## src/common/pie_pkg.sv

```systemverilog
// Purpose: shared constants and carriers for the peripheral irq enables
// Assumes: 8-bit register port, byte addresses, one clock
// Notes: offsets are spaced by four so each register owns a word slot
package pie_pkg;
	localparam int ADDR_W = 8;
	localparam int DATA_W = 8;
	localparam int NUM_GRP = 3;
	localparam int PC_W = 16;

	// register offsets
	localparam logic [7:0] OFS_CTRL = 8'h00;
	localparam logic [7:0] OFS_EN1 = 8'h04;
	localparam logic [7:0] OFS_EN2 = 8'h08;
	localparam logic [7:0] OFS_EN3 = 8'h0c;
	localparam logic [7:0] OFS_FL1 = 8'h10;
	localparam logic [7:0] OFS_FL2 = 8'h14;
	localparam logic [7:0] OFS_FL3 = 8'h18;

	// implemented positions of each enable / flag group
	localparam logic [7:0] IMPL_MASK1 = 8'hff;
	localparam logic [7:0] IMPL_MASK2 = 8'hf9;
	localparam logic [7:0] IMPL_MASK3 = 8'h3a;
	localparam logic [7:0] RESET_EN = 8'h00;
	localparam logic [7:0] RESET_FL = 8'h00;

	// control register fields
	localparam int CTRL_GLOBAL_BIT = 7;
	localparam int CTRL_GROUP_BIT = 6;

	// first group field positions
	localparam int TIMER1_GATE_BIT = 7;
	localparam int CONVERTER_BIT = 6;
	localparam int SERIAL_RECEIVE_BIT = 5;
	localparam int SERIAL_TRANSMIT_BIT = 4;
	localparam int SYNC_PORT_ONE_BIT = 3;
	localparam int CAPTURE_ONE_BIT = 2;
	localparam int TIMER2_MATCH_BIT = 1;
	localparam int TIMER1_OVERFLOW_BIT = 0;
	// second group field positions
	localparam int OSC_FAIL_BIT = 7;
	localparam int COMPARATOR_TWO_BIT = 6;
	localparam int COMPARATOR_ONE_BIT = 5;
	localparam int EEPROM_DONE_BIT = 4;
	localparam int BUS_COLLISION_ONE_BIT = 3;
	localparam int CAPTURE_TWO_BIT = 0;
	// third group field positions
	localparam int CAPTURE_FOUR_BIT = 5;
	localparam int CAPTURE_THREE_BIT = 4;
	localparam int TIMER6_MATCH_BIT = 3;
	localparam int TIMER4_MATCH_BIT = 1;

	localparam logic [15:0] VECTOR_ADDR = 16'h0004;
	localparam logic [15:0] RESET_VEC = 16'h0000;
	localparam logic [7:0] READ_IDLE = 8'h00;

	typedef struct packed {
		logic [7:0] grp3;
		logic [7:0] grp2;
		logic [7:0] grp1;
	} pieSrc_type;

	typedef struct packed {
		logic [7:0] addr;
		logic [7:0] wrData;
		logic wrStb;
		logic rdStb;
	} pieBusReq_type;

	typedef enum logic [1:0] {
		PIE_IDLE = 2'b00,
		PIE_PUSH = 2'b01,
		PIE_LOAD = 2'b11
	} pieAccState_type;
endpackage

```

## src/design/pie_enables.sv

```systemverilog
// Purpose: peripheral interrupt enables, flags and request gating
// Assumes: sources and bus come from logic on sys_clk
// Notes: flags are sticky, cleared by writing a one to them
//
// Implementation choices: the address-and-strobe port and the address map.
`timescale 1ns/10ps
module pie_enables (
	input wire logic sys_clk,
	input wire logic rst_b,
	input wire logic clkEn,
	input wire pie_pkg::pieBusReq_type busReq,
	output logic [7:0] rdData,
	input wire pie_pkg::pieSrc_type srcEvent,
	input wire logic coreAccept,
	input wire logic isrReturn,
	output logic periphReq,
	output logic irqOut,
	output logic globalEnable,
	output logic pushPc,
	output logic loadVector,
	output logic [15:0] vectorAddr
);
	logic [7:0] en_q [pie_pkg::NUM_GRP];
	logic [7:0] fl_q [pie_pkg::NUM_GRP];
	logic [7:0] src [pie_pkg::NUM_GRP];
	logic [pie_pkg::NUM_GRP-1:0] enHit;
	logic [pie_pkg::NUM_GRP-1:0] flHit;
	logic [pie_pkg::NUM_GRP-1:0] grpReq;
	logic global_q;
	logic group_q;
	logic [7:0] rdData_q;
	logic [7:0] rdData_d;
	logic [15:0] vector_q;
	logic ctrlHit;
	logic accept;
	pie_pkg::pieAccState_type state_q;
	pie_pkg::pieAccState_type state_d;

	function automatic logic [7:0] implMask(input int g);
		case (g)
			0: implMask = pie_pkg::IMPL_MASK1;
			1: implMask = pie_pkg::IMPL_MASK2;
			default: implMask = pie_pkg::IMPL_MASK3;
		endcase
	endfunction

	// one-hot select of the enable registers
	function automatic logic [2:0] enSel(input logic [7:0] a);
		enSel = {a == pie_pkg::OFS_EN3, a == pie_pkg::OFS_EN2,
			a == pie_pkg::OFS_EN1};
	endfunction

	// one-hot select of the flag registers
	function automatic logic [2:0] flSel(input logic [7:0] a);
		flSel = {a == pie_pkg::OFS_FL3, a == pie_pkg::OFS_FL2,
			a == pie_pkg::OFS_FL1};
	endfunction

	assign src[0] = srcEvent.grp1;
	assign src[1] = srcEvent.grp2;
	assign src[2] = srcEvent.grp3;
	assign enHit = enSel(busReq.addr);
	assign flHit = flSel(busReq.addr);
	assign ctrlHit = busReq.addr == pie_pkg::OFS_CTRL;

	genvar g;
	generate
		for (g = 0; g < pie_pkg::NUM_GRP; g++) begin : grp
			// enable register; unimplemented bits never store
			always_ff @(posedge sys_clk or negedge rst_b) begin
				if (!rst_b) begin
					en_q[g] <= pie_pkg::RESET_EN;
				end else if (clkEn && busReq.wrStb && enHit[g]) begin
					en_q[g] <= busReq.wrData & implMask(g);
				end
			end

			// sticky flags: an event in the clearing cycle is kept
			always_ff @(posedge sys_clk or negedge rst_b) begin
				if (!rst_b) begin
					fl_q[g] <= pie_pkg::RESET_FL;
				end else if (clkEn) begin
					fl_q[g] <= ((fl_q[g] & ~((busReq.wrStb && flHit[g]) ?
						busReq.wrData : 8'h00)) | src[g]) & implMask(g);
				end
			end

			assign grpReq[g] = |(fl_q[g] & en_q[g]);
		end
	endgenerate

	// group gate first, then global gate; flags alone never interrupt
	assign periphReq = group_q && |grpReq;
	assign irqOut = global_q && periphReq;
	assign globalEnable = global_q;
	assign accept = clkEn && state_q == pie_pkg::PIE_IDLE &&
		coreAccept && irqOut;

	// control register: global and group enables
	always_ff @(posedge sys_clk or negedge rst_b) begin
		if (!rst_b) begin
			group_q <= 1'b0;
		end else if (clkEn && busReq.wrStb && ctrlHit) begin
			group_q <= busReq.wrData[pie_pkg::CTRL_GROUP_BIT];
		end
	end

	// acceptance clears the global enable so the routine is not re-entered
	always_ff @(posedge sys_clk or negedge rst_b) begin
		if (!rst_b) begin
			global_q <= 1'b0;
		end else if (accept) begin
			global_q <= 1'b0;
		end else if (clkEn && isrReturn) begin
			global_q <= 1'b1;
		end else if (clkEn && busReq.wrStb && ctrlHit) begin
			global_q <= busReq.wrData[pie_pkg::CTRL_GLOBAL_BIT];
		end
	end

	// entry sequence: push then vector load, one step per enabled cycle
	always_comb begin
		state_d = state_q;
		case (state_q)
			pie_pkg::PIE_IDLE: begin
				if (accept) begin
					state_d = pie_pkg::PIE_PUSH;
				end
			end
			pie_pkg::PIE_PUSH: begin
				state_d = pie_pkg::PIE_LOAD;
			end
			pie_pkg::PIE_LOAD: begin
				state_d = pie_pkg::PIE_IDLE;
			end
			default: begin
				state_d = pie_pkg::PIE_IDLE;
			end
		endcase
	end

	always_ff @(posedge sys_clk or negedge rst_b) begin
		if (!rst_b) begin
			state_q <= pie_pkg::PIE_IDLE;
		end else if (clkEn) begin
			state_q <= state_d;
		end
	end

	always_ff @(posedge sys_clk or negedge rst_b) begin
		if (!rst_b) begin
			vector_q <= pie_pkg::RESET_VEC;
		end else if (clkEn && state_q == pie_pkg::PIE_PUSH) begin
			vector_q <= pie_pkg::VECTOR_ADDR;
		end
	end

	assign pushPc = state_q == pie_pkg::PIE_PUSH;
	assign loadVector = state_q == pie_pkg::PIE_LOAD;
	assign vectorAddr = vector_q;

	// read mux; unmapped and unimplemented positions give zero
	always_comb begin
		rdData_d = pie_pkg::READ_IDLE;
		if (ctrlHit) begin
			rdData_d[pie_pkg::CTRL_GLOBAL_BIT] = global_q;
			rdData_d[pie_pkg::CTRL_GROUP_BIT] = group_q;
		end
		for (int i = 0; i < pie_pkg::NUM_GRP; i++) begin
			if (enHit[i]) begin
				rdData_d = en_q[i] & implMask(i);
			end
			if (flHit[i]) begin
				rdData_d = fl_q[i];
			end
		end
	end

	// data stands for the one cycle after the strobe only
	always_ff @(posedge sys_clk or negedge rst_b) begin
		if (!rst_b) begin
			rdData_q <= pie_pkg::READ_IDLE;
		end else if (clkEn) begin
			rdData_q <= busReq.rdStb ? rdData_d : pie_pkg::READ_IDLE;
		end
	end
	assign rdData = rdData_q;
endmodule

```

## config.mk

```make
export PLATFORM = sky130hd
export DESIGN_NAME = pie_enables
export DESIGN_NICKNAME = d
export VERILOG_FILES = /design/src/common/pie_pkg.sv /design/src/design/pie_enables.sv
export SDC_FILE = /design/constraint.sdc
export NUM_CORES = 1
export LEC_CHECK = 0
export BUFFER_PORTS_ARGS = -buffer_cell sky130_fd_sc_hd__clkbuf_2
export CORE_MARGIN = 2
export CORE_UTILIZATION = 35
export CTS_CLUSTER_SIZE = 40
export DETAILED_ROUTE_END_ITERATION = 8
export PLACE_DENSITY_LB_ADDON = 0.1
export SLEW_MARGIN = 20
export SYNTH_ARGS = -nofsm -noshare
export SYNTH_HDL_FRONTEND = slang
export SYNTH_SLANG_ARGS = --single-unit
```

## constraint.sdc

```tcl
create_clock -name sys_clk -period 1.7 [get_ports sys_clk]
set_input_delay 0.255 -clock sys_clk [delete_from_list [all_inputs] [get_ports sys_clk]]
set_output_delay 0.255 -clock sys_clk [all_outputs]
set_load 0.02 [all_outputs]
```

==> impl_metrics.tcl, run 1 <==
set metrics [dict create \
    dieArea_um2 8340 \
    ys_seq_elements 49 \
    first_pass_iters 4 \
    route.vias.total 2253 \
    async_flop_share 1.00 \
    port_buffers 54 \
    clock_latency_ns 0.31 \
    antenna_cells 0 \
    fin_nets 401 \
    yosysSeqAreaShare 0.460 \
    crit_type "flop to output pin" \
    area_delta_synth_final_pct 28.5 \
    synthesis.instances 262 \
    fillCellCount 734 \
    final_util 0.467 \
    fin_skew_ns 0.0107 \
    critPathSlowestCell "dfrtp_1" \
    cts-root-buf "clkbuf_8" \
    rrSetupSlack_ns -0.01 \
    gp_congestion 0.846 \
    crit_arrival_ns 1.84 \
    worst_slew_pin_slew_ns 0.523 \
    hold_class "input pin to flop" \
    hold_viol 0 \
    cts-htree-levels 2 \
    die_h_um 91.3 \
    critPathMaxStageDelay_ns 0.41 \
    crit_fanout 3 \
    multi_input_area_um2 1310 \
    drive_gt1_frac 0.341 \
    cts.clk_slew.worst_paths_ns 0.10 \
    start_util 0.364 \
    fin_area_um2 3430 \
    die_x_um 91.3 \
    cts_sinks 49 \
    setup_viol 3 \
    total_power_w 0.00246 \
    routed_wl_um 7460 \
    synth-main-ff-cell "dfrtp_1" \
    required_ns 1.44 \
    synth_edf_count 0 \
    cp_cell_sequence "a22o_1 > a221oi_2 > and3_1 > nand4_1 > and2_1 > buf_2" \
    drt_iter0_markers 145 \
    fmax_mhz 477 \
    report.final.slew_viol_count 0 \
    antenna_left 0 \
    clockBufferDepth 2 \
    top_level_ports 76 \
    dp_hpwl_um 5800 \
    placed_cell_area_um2 3270 \
    rows 31 \
    relSlewSlack 0.651 \
    grt_pass1_vias 2304 \
    fin_crit_sh 1.23 \
    grt_max_degree 32 \
    whs_ns 0.159 \
    p_leak_nw 1.66 \
    synth_warnings 0 \
    end_kind "output pin" \
    grt_antenna_before_repair 0 \
    grt.overflow.total 0 \
    grt_setup_unrepaired "true" \
    setup_slack_ns -0.396 \
    rr_worst_depth 6 \
    grt_first_pass_wirelength_um 12100 \
    numCtsBuffers 5 \
    setup_tns_ns -0.796 \
    core_area_um2 7330 \
    p_per_area_nw_per_um2 719 \
    status "finished, violations left" \
    remaining_drc_errors 0 \
    maxCapViolations 0 \
    final.min_clock_period_ns 2.10 \
    regArea_um2 1230 \
    syn-mean-instance-area_um2 10.2 \
    cts_tree "yes" \
    track_usage 0.188 \
    synth_area_um2 2670 \
    violations "setup timing" \
    ir_drop_mv 0.315 \
    synth_cell_types 50 \
    startpoint_type "flop" \
    via_per_inst 4.96 \
    drt-wirelength-per-cell_um 16.4 \
    whs_path_depth 2 \
]
-- critical path: cells and delay by family, from the launching register on --
family	cells	cell delay (ns)
flip-flops	1	0.41
AND/OR/NAND/NOR	3	0.53
AO/OA/AOI/OAI	2	0.44
buffers and inverters	1	0.15
-- stage by stage --
step / std cells / setup WS (ns)
2_1_floorplan: 276 / 0.000539
3_3_place_gp: 444 / -0.187
3_5_place_dp: 444 / -0.196
4_1_cts: 454 / -0.418
5_1_grt: 454 / -0.540
6_report: 454 / -0.396
-- metal layers --
| metal | vias to the layer above | part of all wire | track usage |
|---|---|---|---|
| met1 | 1061 | 0.50 | 0.278 |
| met5 | - | 0 | 0 |
| met2 | 64 | 0.45 | 0.287 |
| met3 | 9 | 0.039 | 0.0282 |
| met4 | 0 | 0.014 | 0.0492 |
| li1 | 1119 | - | - |
-- path summary, 6_finish.rpt --
| kind | startpoint | end |
|---|---|---|
| worst min-delay path | srcEvent[2] | fl_q[18] |
| worst min register to register | vectorAddr[2] | vectorAddr[2] |
| min in group asynchronous | rst_b | en_q[16] |
| worst max register to register | en_q[15] | state_q[0] |
| worst max-delay path | en_q[15] | periphReq |
| max in group asynchronous | rst_b | rdData[2] |
-- layout make-up --
class                   count  area share
clock buffers               6      0.0241
well taps                  99      0.0361
flip-flops and latches     49       0.358
inverters                   8     0.00876
repair buffers             98       0.180
clock inverters             2      0.0110
multi-input cells         192       0.382
-- cell usage in the layout (no fill, tap or decap), types with 2 or more instances in the layout --
cell	instances
a22oi_1	5
dfrtp_1	49
a221oi_2	2
nand2b_1	5
buf_4	43
nor2b_1	4
nand2_1	33
or3_1	2
a22o_1	22
nor2_1	11
a311oi_1	2
o21ai_0	7
clkbuf_2	52
a21o_1	2
nand3_1	10
a31oi_1	2
nor3_1	4
o21ai_1	4
nor3_4	2
conb_1	15
mux2_1	12
inv_1	8
mux2_4	8
a2bb2oi_1	2
and3_1	2
a21oi_1	12
o32ai_1	3
clkbuf_8	6
-- Yosys cell counts, types with 2 or more instances --
library cell	number	area, um^2
dfrtp_1	49	1230
nand2_1	33	124
a22o_1	22	193
buf_4	15	113
a21oi_1	12	60.1
mux2_1	12	135
nor2_1	11	41.3
nand3_1	10	50.1
clkbuf_1	8	30.0
inv_1	8	30.0
mux2_4	8	120
o21ai_0	7	35.0
a22oi_1	5	37.5
nand2b_1	5	31.3
nor2b_1	4	25.0
nor3_1	4	20.0
o21ai_1	4	20.0
a221oi_1	3	26.3
o32ai_1	3	26.3
a21o_1	2	15.0
a2bb2oi_1	2	17.5
a311oi_1	2	17.5
a31oi_1	2	12.5
and3_1	2	12.5
buf_2	2	10.0
nor3_4	2	32.5
or3_1	2	12.5
-- state kept, by name (all words and copies together), names as in the netlist --
| name | flops |
|---|---|
| vectorAddr | 1 |
| en_q | 18 |
| globalEnable | 1 |
| rdData | 8 |
| group_q | 1 |
| state_q | 2 |
| fl_q | 18 |
-- repair_timing --
item                       4_1_cts  5_1_grt
cloned                           0        0
setup endpoints to repair        4        4
resized for setup                3        2
hold endpoints to repair        18        0
pin swaps                        3        3
setup buffers                    2        0
hold buffers                     1        0
-- logic make-up after synthesis --
family | count (synthesis) | synth area share
flip-flops | 49 | 0.460
buffers and inverters | 35 | 0.0741
other | 1 | 0.00141
AO/OA/AOI/OAI | 71 | 0.196
AND/OR/NAND/NOR | 86 | 0.173
multiplexers | 20 | 0.0957
-- power breakdown --
part	internal, W	switching, W
logic	0.000150	0.000225
clock network	0.000479	0.000400
registers	0.00119	0.0000179
total	0.00182	0.000642
Note: power is estimated with default switching activity, not from simulation.
==> inputs of run 2 (changes only) <==
--- a/config.mk
+++ b/config.mk
@@ -13,2 +13,3 @@
 export PLACE_DENSITY_LB_ADDON = 0.1
+export REMOVE_ABC_BUFFERS = 1
 export SLEW_MARGIN = 20
==> constraint.sdc (replaced) <==
create_clock -name sys_clk -period 1.7 [get_ports sys_clk]
set_input_delay 0.085 -clock sys_clk [delete_from_list [all_inputs] [get_ports sys_clk]]
set_output_delay 0.085 -clock sys_clk [all_outputs]
set_load 0.02 [all_outputs]
==> run 2 against run 1 <==
  * The flow still finishes with violations (setup timing)
  * Combinational power about the same
  * Hold slack lost 0.15 ns
  * Global-route usage up 0.60 points
  * Count of clock-buffer cells in the layout decreased by 1
  * Cell count fell by 1.1%
  * Worst setup slack gained 0.17 ns
  * Utilization is 0.63 points lower
  * Total power fell by 9.1%
  * First-iteration DRC count up 3.4%
  * Routed wire length increased by 1.1%
==> impl_metrics.tcl, run 2 (same netlist as run 1, synthesis figures left out) <==
set metrics [dict create \
    track_usage 0.194 \
    fin_skew_ns 0.00337 \
    grt_first_pass_wirelength_um 12500 \
    final.min_clock_period_ns 1.93 \
    drt-wirelength-per-cell_um 16.8 \
    drt_iter0_markers 150 \
    dp_hpwl_um 5780 \
    fin_area_um2 3380 \
    rows 31 \
    startpoint_type "flop" \
    setup_slack_ns -0.228 \
    antenna_left 0 \
    grt_setup_unrepaired "true" \
    ir_drop_mv 0.347 \
    first_pass_iters 4 \
    fin_crit_sh 1.13 \
    die_x_um 91.3 \
    final_common_cell "clkbuf_2" \
    report.final.slew_viol_count 0 \
    pre_cts_slack_ns -0.0801 \
    fin_nets 398 \
    violations "setup timing" \
    status "finished, violations left" \
    crit_fanout 3 \
    cts.clk_slew.worst_paths_ns 0.09 \
    end_kind "output pin" \
    top_level_ports 76 \
    crit_arrival_ns 1.84 \
    setup_tns_ns -0.449 \
    start_util 0.364 \
    routed_wl_um 7540 \
    remaining_drc_errors 0 \
    grt_max_degree 50 \
    dieArea_um2 8340 \
    crit_type "flop to output pin" \
    gp_congestion 0.816 \
    antenna_cells 0 \
    clockBufferDepth 2 \
    total_power_w 0.00224 \
    port_buffers 54 \
    core_area_um2 7330 \
    hold_viol 0 \
    cts_tree "yes" \
    p_leak_nw 1.64 \
    die_h_um 91.3 \
    required_ns 1.62 \
    placed_cell_area_um2 3220 \
    fmax_mhz 519 \
    clock_latency_ns 0.30 \
    final_cell_mix "clkbuf_2 (52), dfrtp_1 (49), buf_4 (35)" \
    via_per_inst 5.17 \
    cts-root-buf "clkbuf_8" \
    cts-htree-levels 2 \
    area_delta_synth_final_pct 26.7 \
    grt_pass1_vias 2276 \
    route.vias.total 2320 \
    cts_sinks 49 \
    setup_viol 2 \
    grt_antenna_before_repair 0 \
    maxCapViolations 0 \
    drive_gt1_frac 0.326 \
    p_per_area_nw_per_um2 662 \
    grt.overflow.total 0 \
    hold_class "input pin to flop" \
    numCtsBuffers 5 \
]
-- run 2: stage by stage --
stage	hold slack, ns	utilization	instances
3_3_place_gp	0.103	0.439	437
6_report	0.00958	0.461	449
3_5_place_dp	0.102	0.439	437
4_1_cts	0.00122	0.458	449
5_1_grt	0.00243	0.461	449
2_1_floorplan	-0.211	-	249
-- run 2: timing repair --
| action | CTS | global route |
|---|---|---|
| gates resized for setup | 1 | 7 |
| pin swaps | 3 | 3 |
| setup buffers | 4 | 1 |
| setup endpoints to repair | 3 | 4 |
| hold endpoints to repair | 53 | 0 |
| hold buffers | 5 | 0 |
-- run 2: final cells by class --
class                   count  area (um^2)
clock buffers               5         68.8
clock inverters             1         5.00
fillers                   738         3950
inverters                   8         30.0
multi-input cells         192         1320
flip-flops and latches     49         1230
well taps                  99          124
repair buffers             95          609
-- run 2: power breakdown --
part | switching (W) | internal, W
Sequential | 0.0000193 | 0.00119
Clock | 0.000380 | 0.000272
Combinational | 0.000222 | 0.000154
Total | 0.000621 | 0.00162
-- run 2: worst max-delay path: stages (launching register included) --
cell      delay [ns]
dfrtp_1         0.38
a22o_1          0.24
a221oi_2        0.20
and3_1          0.23
nand4_1         0.15
and2_1          0.18
buf_2           0.15
-- run 2: worst paths after layout --
check | slack (ns) | cells after the start | start | end
max reg2reg | 0 | 6 | en_q[8] | state_q[0]
min reg2reg | 0.47 | 1 | vectorAddr[2] | vectorAddr[2]
min | 0.01 | 2 | srcEvent[8] | fl_q[8]
max | -0.23 | 6 | en_q[8] | periphReq
min in group asynchronous | 0.31 | 3 | rst_b | en_q[12]
max in group asynchronous | 1.16 | 3 | rst_b | globalEnable
-- run 2: routing by layer --
metal  part of all wire  track usage
met5                  0            0
met4             0.0076       0.0417
met3              0.061       0.0307
met2               0.47        0.310
met1               0.46        0.277
==> inputs of run 3 (changes only) <==
TNS_END_PERCENT = 20   (was not set)
==> run 3 against run 2 <==
  * Global-route usage is 0.071 points higher
  * Die area stayed put
  * Clock power hardly changed
  * Sequential share of layout area is 0.17 points lower
  * Hold slack hardly changed
  * The flow still finishes with violations (setup timing)
  * Critical path depth stayed put
  * Worst setup slack worse by 0.011 ns
  * Combinational power is 9.3% higher
  * Routed wire length is 0.45% higher
==> impl_metrics.tcl, run 3 (same netlist as run 1, synthesis figures left out) <==
set metrics [dict create \
    routed_wl_um 7580 \
    total_power_w 0.00228 \
    cts_sinks 49 \
    fmax_mhz 516 \
    maxCapViolations 0 \
    cts_tree "yes" \
    min_from "srcEvent[8]" \
    grt_setup_unrepaired "true" \
    setup_tns_ns -0.765 \
    core_area_um2 7330 \
    hold_viol 0 \
    violations "setup timing" \
    grt_first_pass_wirelength_um 12500 \
    via_per_inst 5.14 \
    final_common_cell "clkbuf_2" \
    clockBufferDepth 2 \
    drt-wirelength-per-cell_um 16.8 \
    die_h_um 91.3 \
    port_buffers 54 \
    cts-htree-levels 2 \
    status "finished, violations left" \
    clkPwrFrac 0.287 \
    whs_path_depth 2 \
    rr_worst_depth 8 \
    required_ns 1.62 \
    antenna_left 0 \
    startpoint_type "flop" \
    start_util 0.364 \
    setup_viol 4 \
    remaining_drc_errors 0 \
    dieArea_um2 8340 \
    cts.clk_slew.worst_paths_ns 0.09 \
    numCtsBuffers 5 \
    r2r-start "en_q[8]" \
    r2r_end "state_q[0]" \
    grt_antenna_before_repair 0 \
    area_delta_synth_final_pct 27.3 \
    dp_hpwl_um 5780 \
    setup_slack_ns -0.239 \
    cts-root-buf "clkbuf_8" \
    p_sw_w 0.000630 \
    fin_skew_ns 0.00317 \
    crit_arrival_ns 1.85 \
    rrSetupSlack_ns -0.20 \
    die_x_um 91.3 \
    placed_cell_area_um2 3220 \
    report.final.slew_viol_count 0 \
    grt_max_degree 50 \
    comb_power_share 0.180 \
    track_usage 0.194 \
    drive_gt1_frac 0.330 \
    clock_latency_ns 0.30 \
    end_kind "output pin" \
    final.min_clock_period_ns 1.94 \
    p_per_area_nw_per_um2 670 \
    fin_area_um2 3400 \
    grt_pass1_vias 2304 \
    hold_class "input pin to flop" \
    drt_iter0_markers 119 \
    ir_drop_mv 0.348 \
    crit_type "flop to output pin" \
    cp_cell_sequence "a22o_1 > a221oi_2 > and3_1 > nand4_1 > nor2b_2 > clkbuf_2" \
    gp_congestion 0.816 \
    final_cell_mix "clkbuf_2 (53), dfrtp_1 (49), buf_4 (35)" \
    p_leak_nw 1.65 \
    p_int_w 0.00165 \
    route.vias.total 2317 \
    hold_path_end "fl_q[8]" \
    seqPwrFrac 0.533 \
    fin_nets 400 \
    switching_share 0.277 \
    first_pass_iters 4 \
    antenna_cells 0 \
    crit_fanout 3 \
    top_level_ports 76 \
    critPathMaxStageDelay_ns 0.38 \
    grt.overflow.total 0 \
    critPathSlowestCell "dfrtp_1" \
    rows 31 \
    fin_crit_sh 1.14 \
]
## run 3: cell types whose count changed in the layout (fill, tap and decap cells not counted)
cell      before  now
buf_6          1    2
clkbuf_2      52   53
## run 3: what timing repair did
| action | 4_1_cts | 5_1_grt |
|---|---|---|
| cloned | 0 | 0 |
| hold buffers | 5 | 0 |
| gates resized for setup | 3 | 4 |
| pin swaps | 3 | 1 |
| setup endpoints to repair | 3 | 4 |
| buffers inserted | 3 | 0 |
| hold endpoints to repair | 53 | 0 |
## run 3: layout make-up
cell class	instances	area, um^2
Clock inverter	1	5.00
Timing Repair Buffer	97	626
Sequential cell	49	1230
Multi-Input combinational cell	192	1320
Tap cell	99	124
Clock buffer	5	68.8
Inverter	8	30.0
Fill cell	737	3930
## run 3: metrics by stage
step                instances  hold slack (ns)  setup slack (ns)  utilization
finish                    451          0.00918            -0.239        0.463
global route              451          0.00243            -0.392        0.463
CTS                       451          0.00122            -0.267        0.461
detailed placement        437            0.102           -0.0801        0.439
global placement          437            0.103           -0.0839        0.439
floorplan                 249           -0.211             0.201            -
## run 3: worst max-delay path by stage
stage	start	to	depth (start not counted)
after global routing	en_q[8]	periphReq	6
final	en_q[8]	irqOut	6
after detailed placement	busReq[13]	rdData[0]	6
after global placement	busReq[13]	rdData[0]	6
after CTS	en_q[8]	periphReq	6
after floorplan	busReq[13]	en_q[16]	5
## run 3: power groups by stage
stage	logic (W)	registers, W	clock network [W]
global placement	0.000354	0.00123	0
detailed placement	0.000353	0.00123	0
floorplan	0.000143	0.00125	0
global route	0.000451	0.00122	0.000725
CTS	0.000409	0.00121	0.000676
finish	0.000410	0.00121	0.000653
## run 3: metal layers
metal  track usage  share of wire  wire (um)  vias up
met2         0.313           0.48       3610       73
met3        0.0307          0.051        388        6
li1              -              -          -     1108
met4        0.0417         0.0062         47        0
met5             0              0          0        -
met1         0.277           0.47       3530     1130
## run 3: critical path: cells and delay by family, from the launching register on
kind,cells,cell delay [ns]
AOI/OAI and AO/OA,2,0.44
buffers and inverters,1,0.15
DFF,1,0.38
and+or+nand+nor,3,0.57
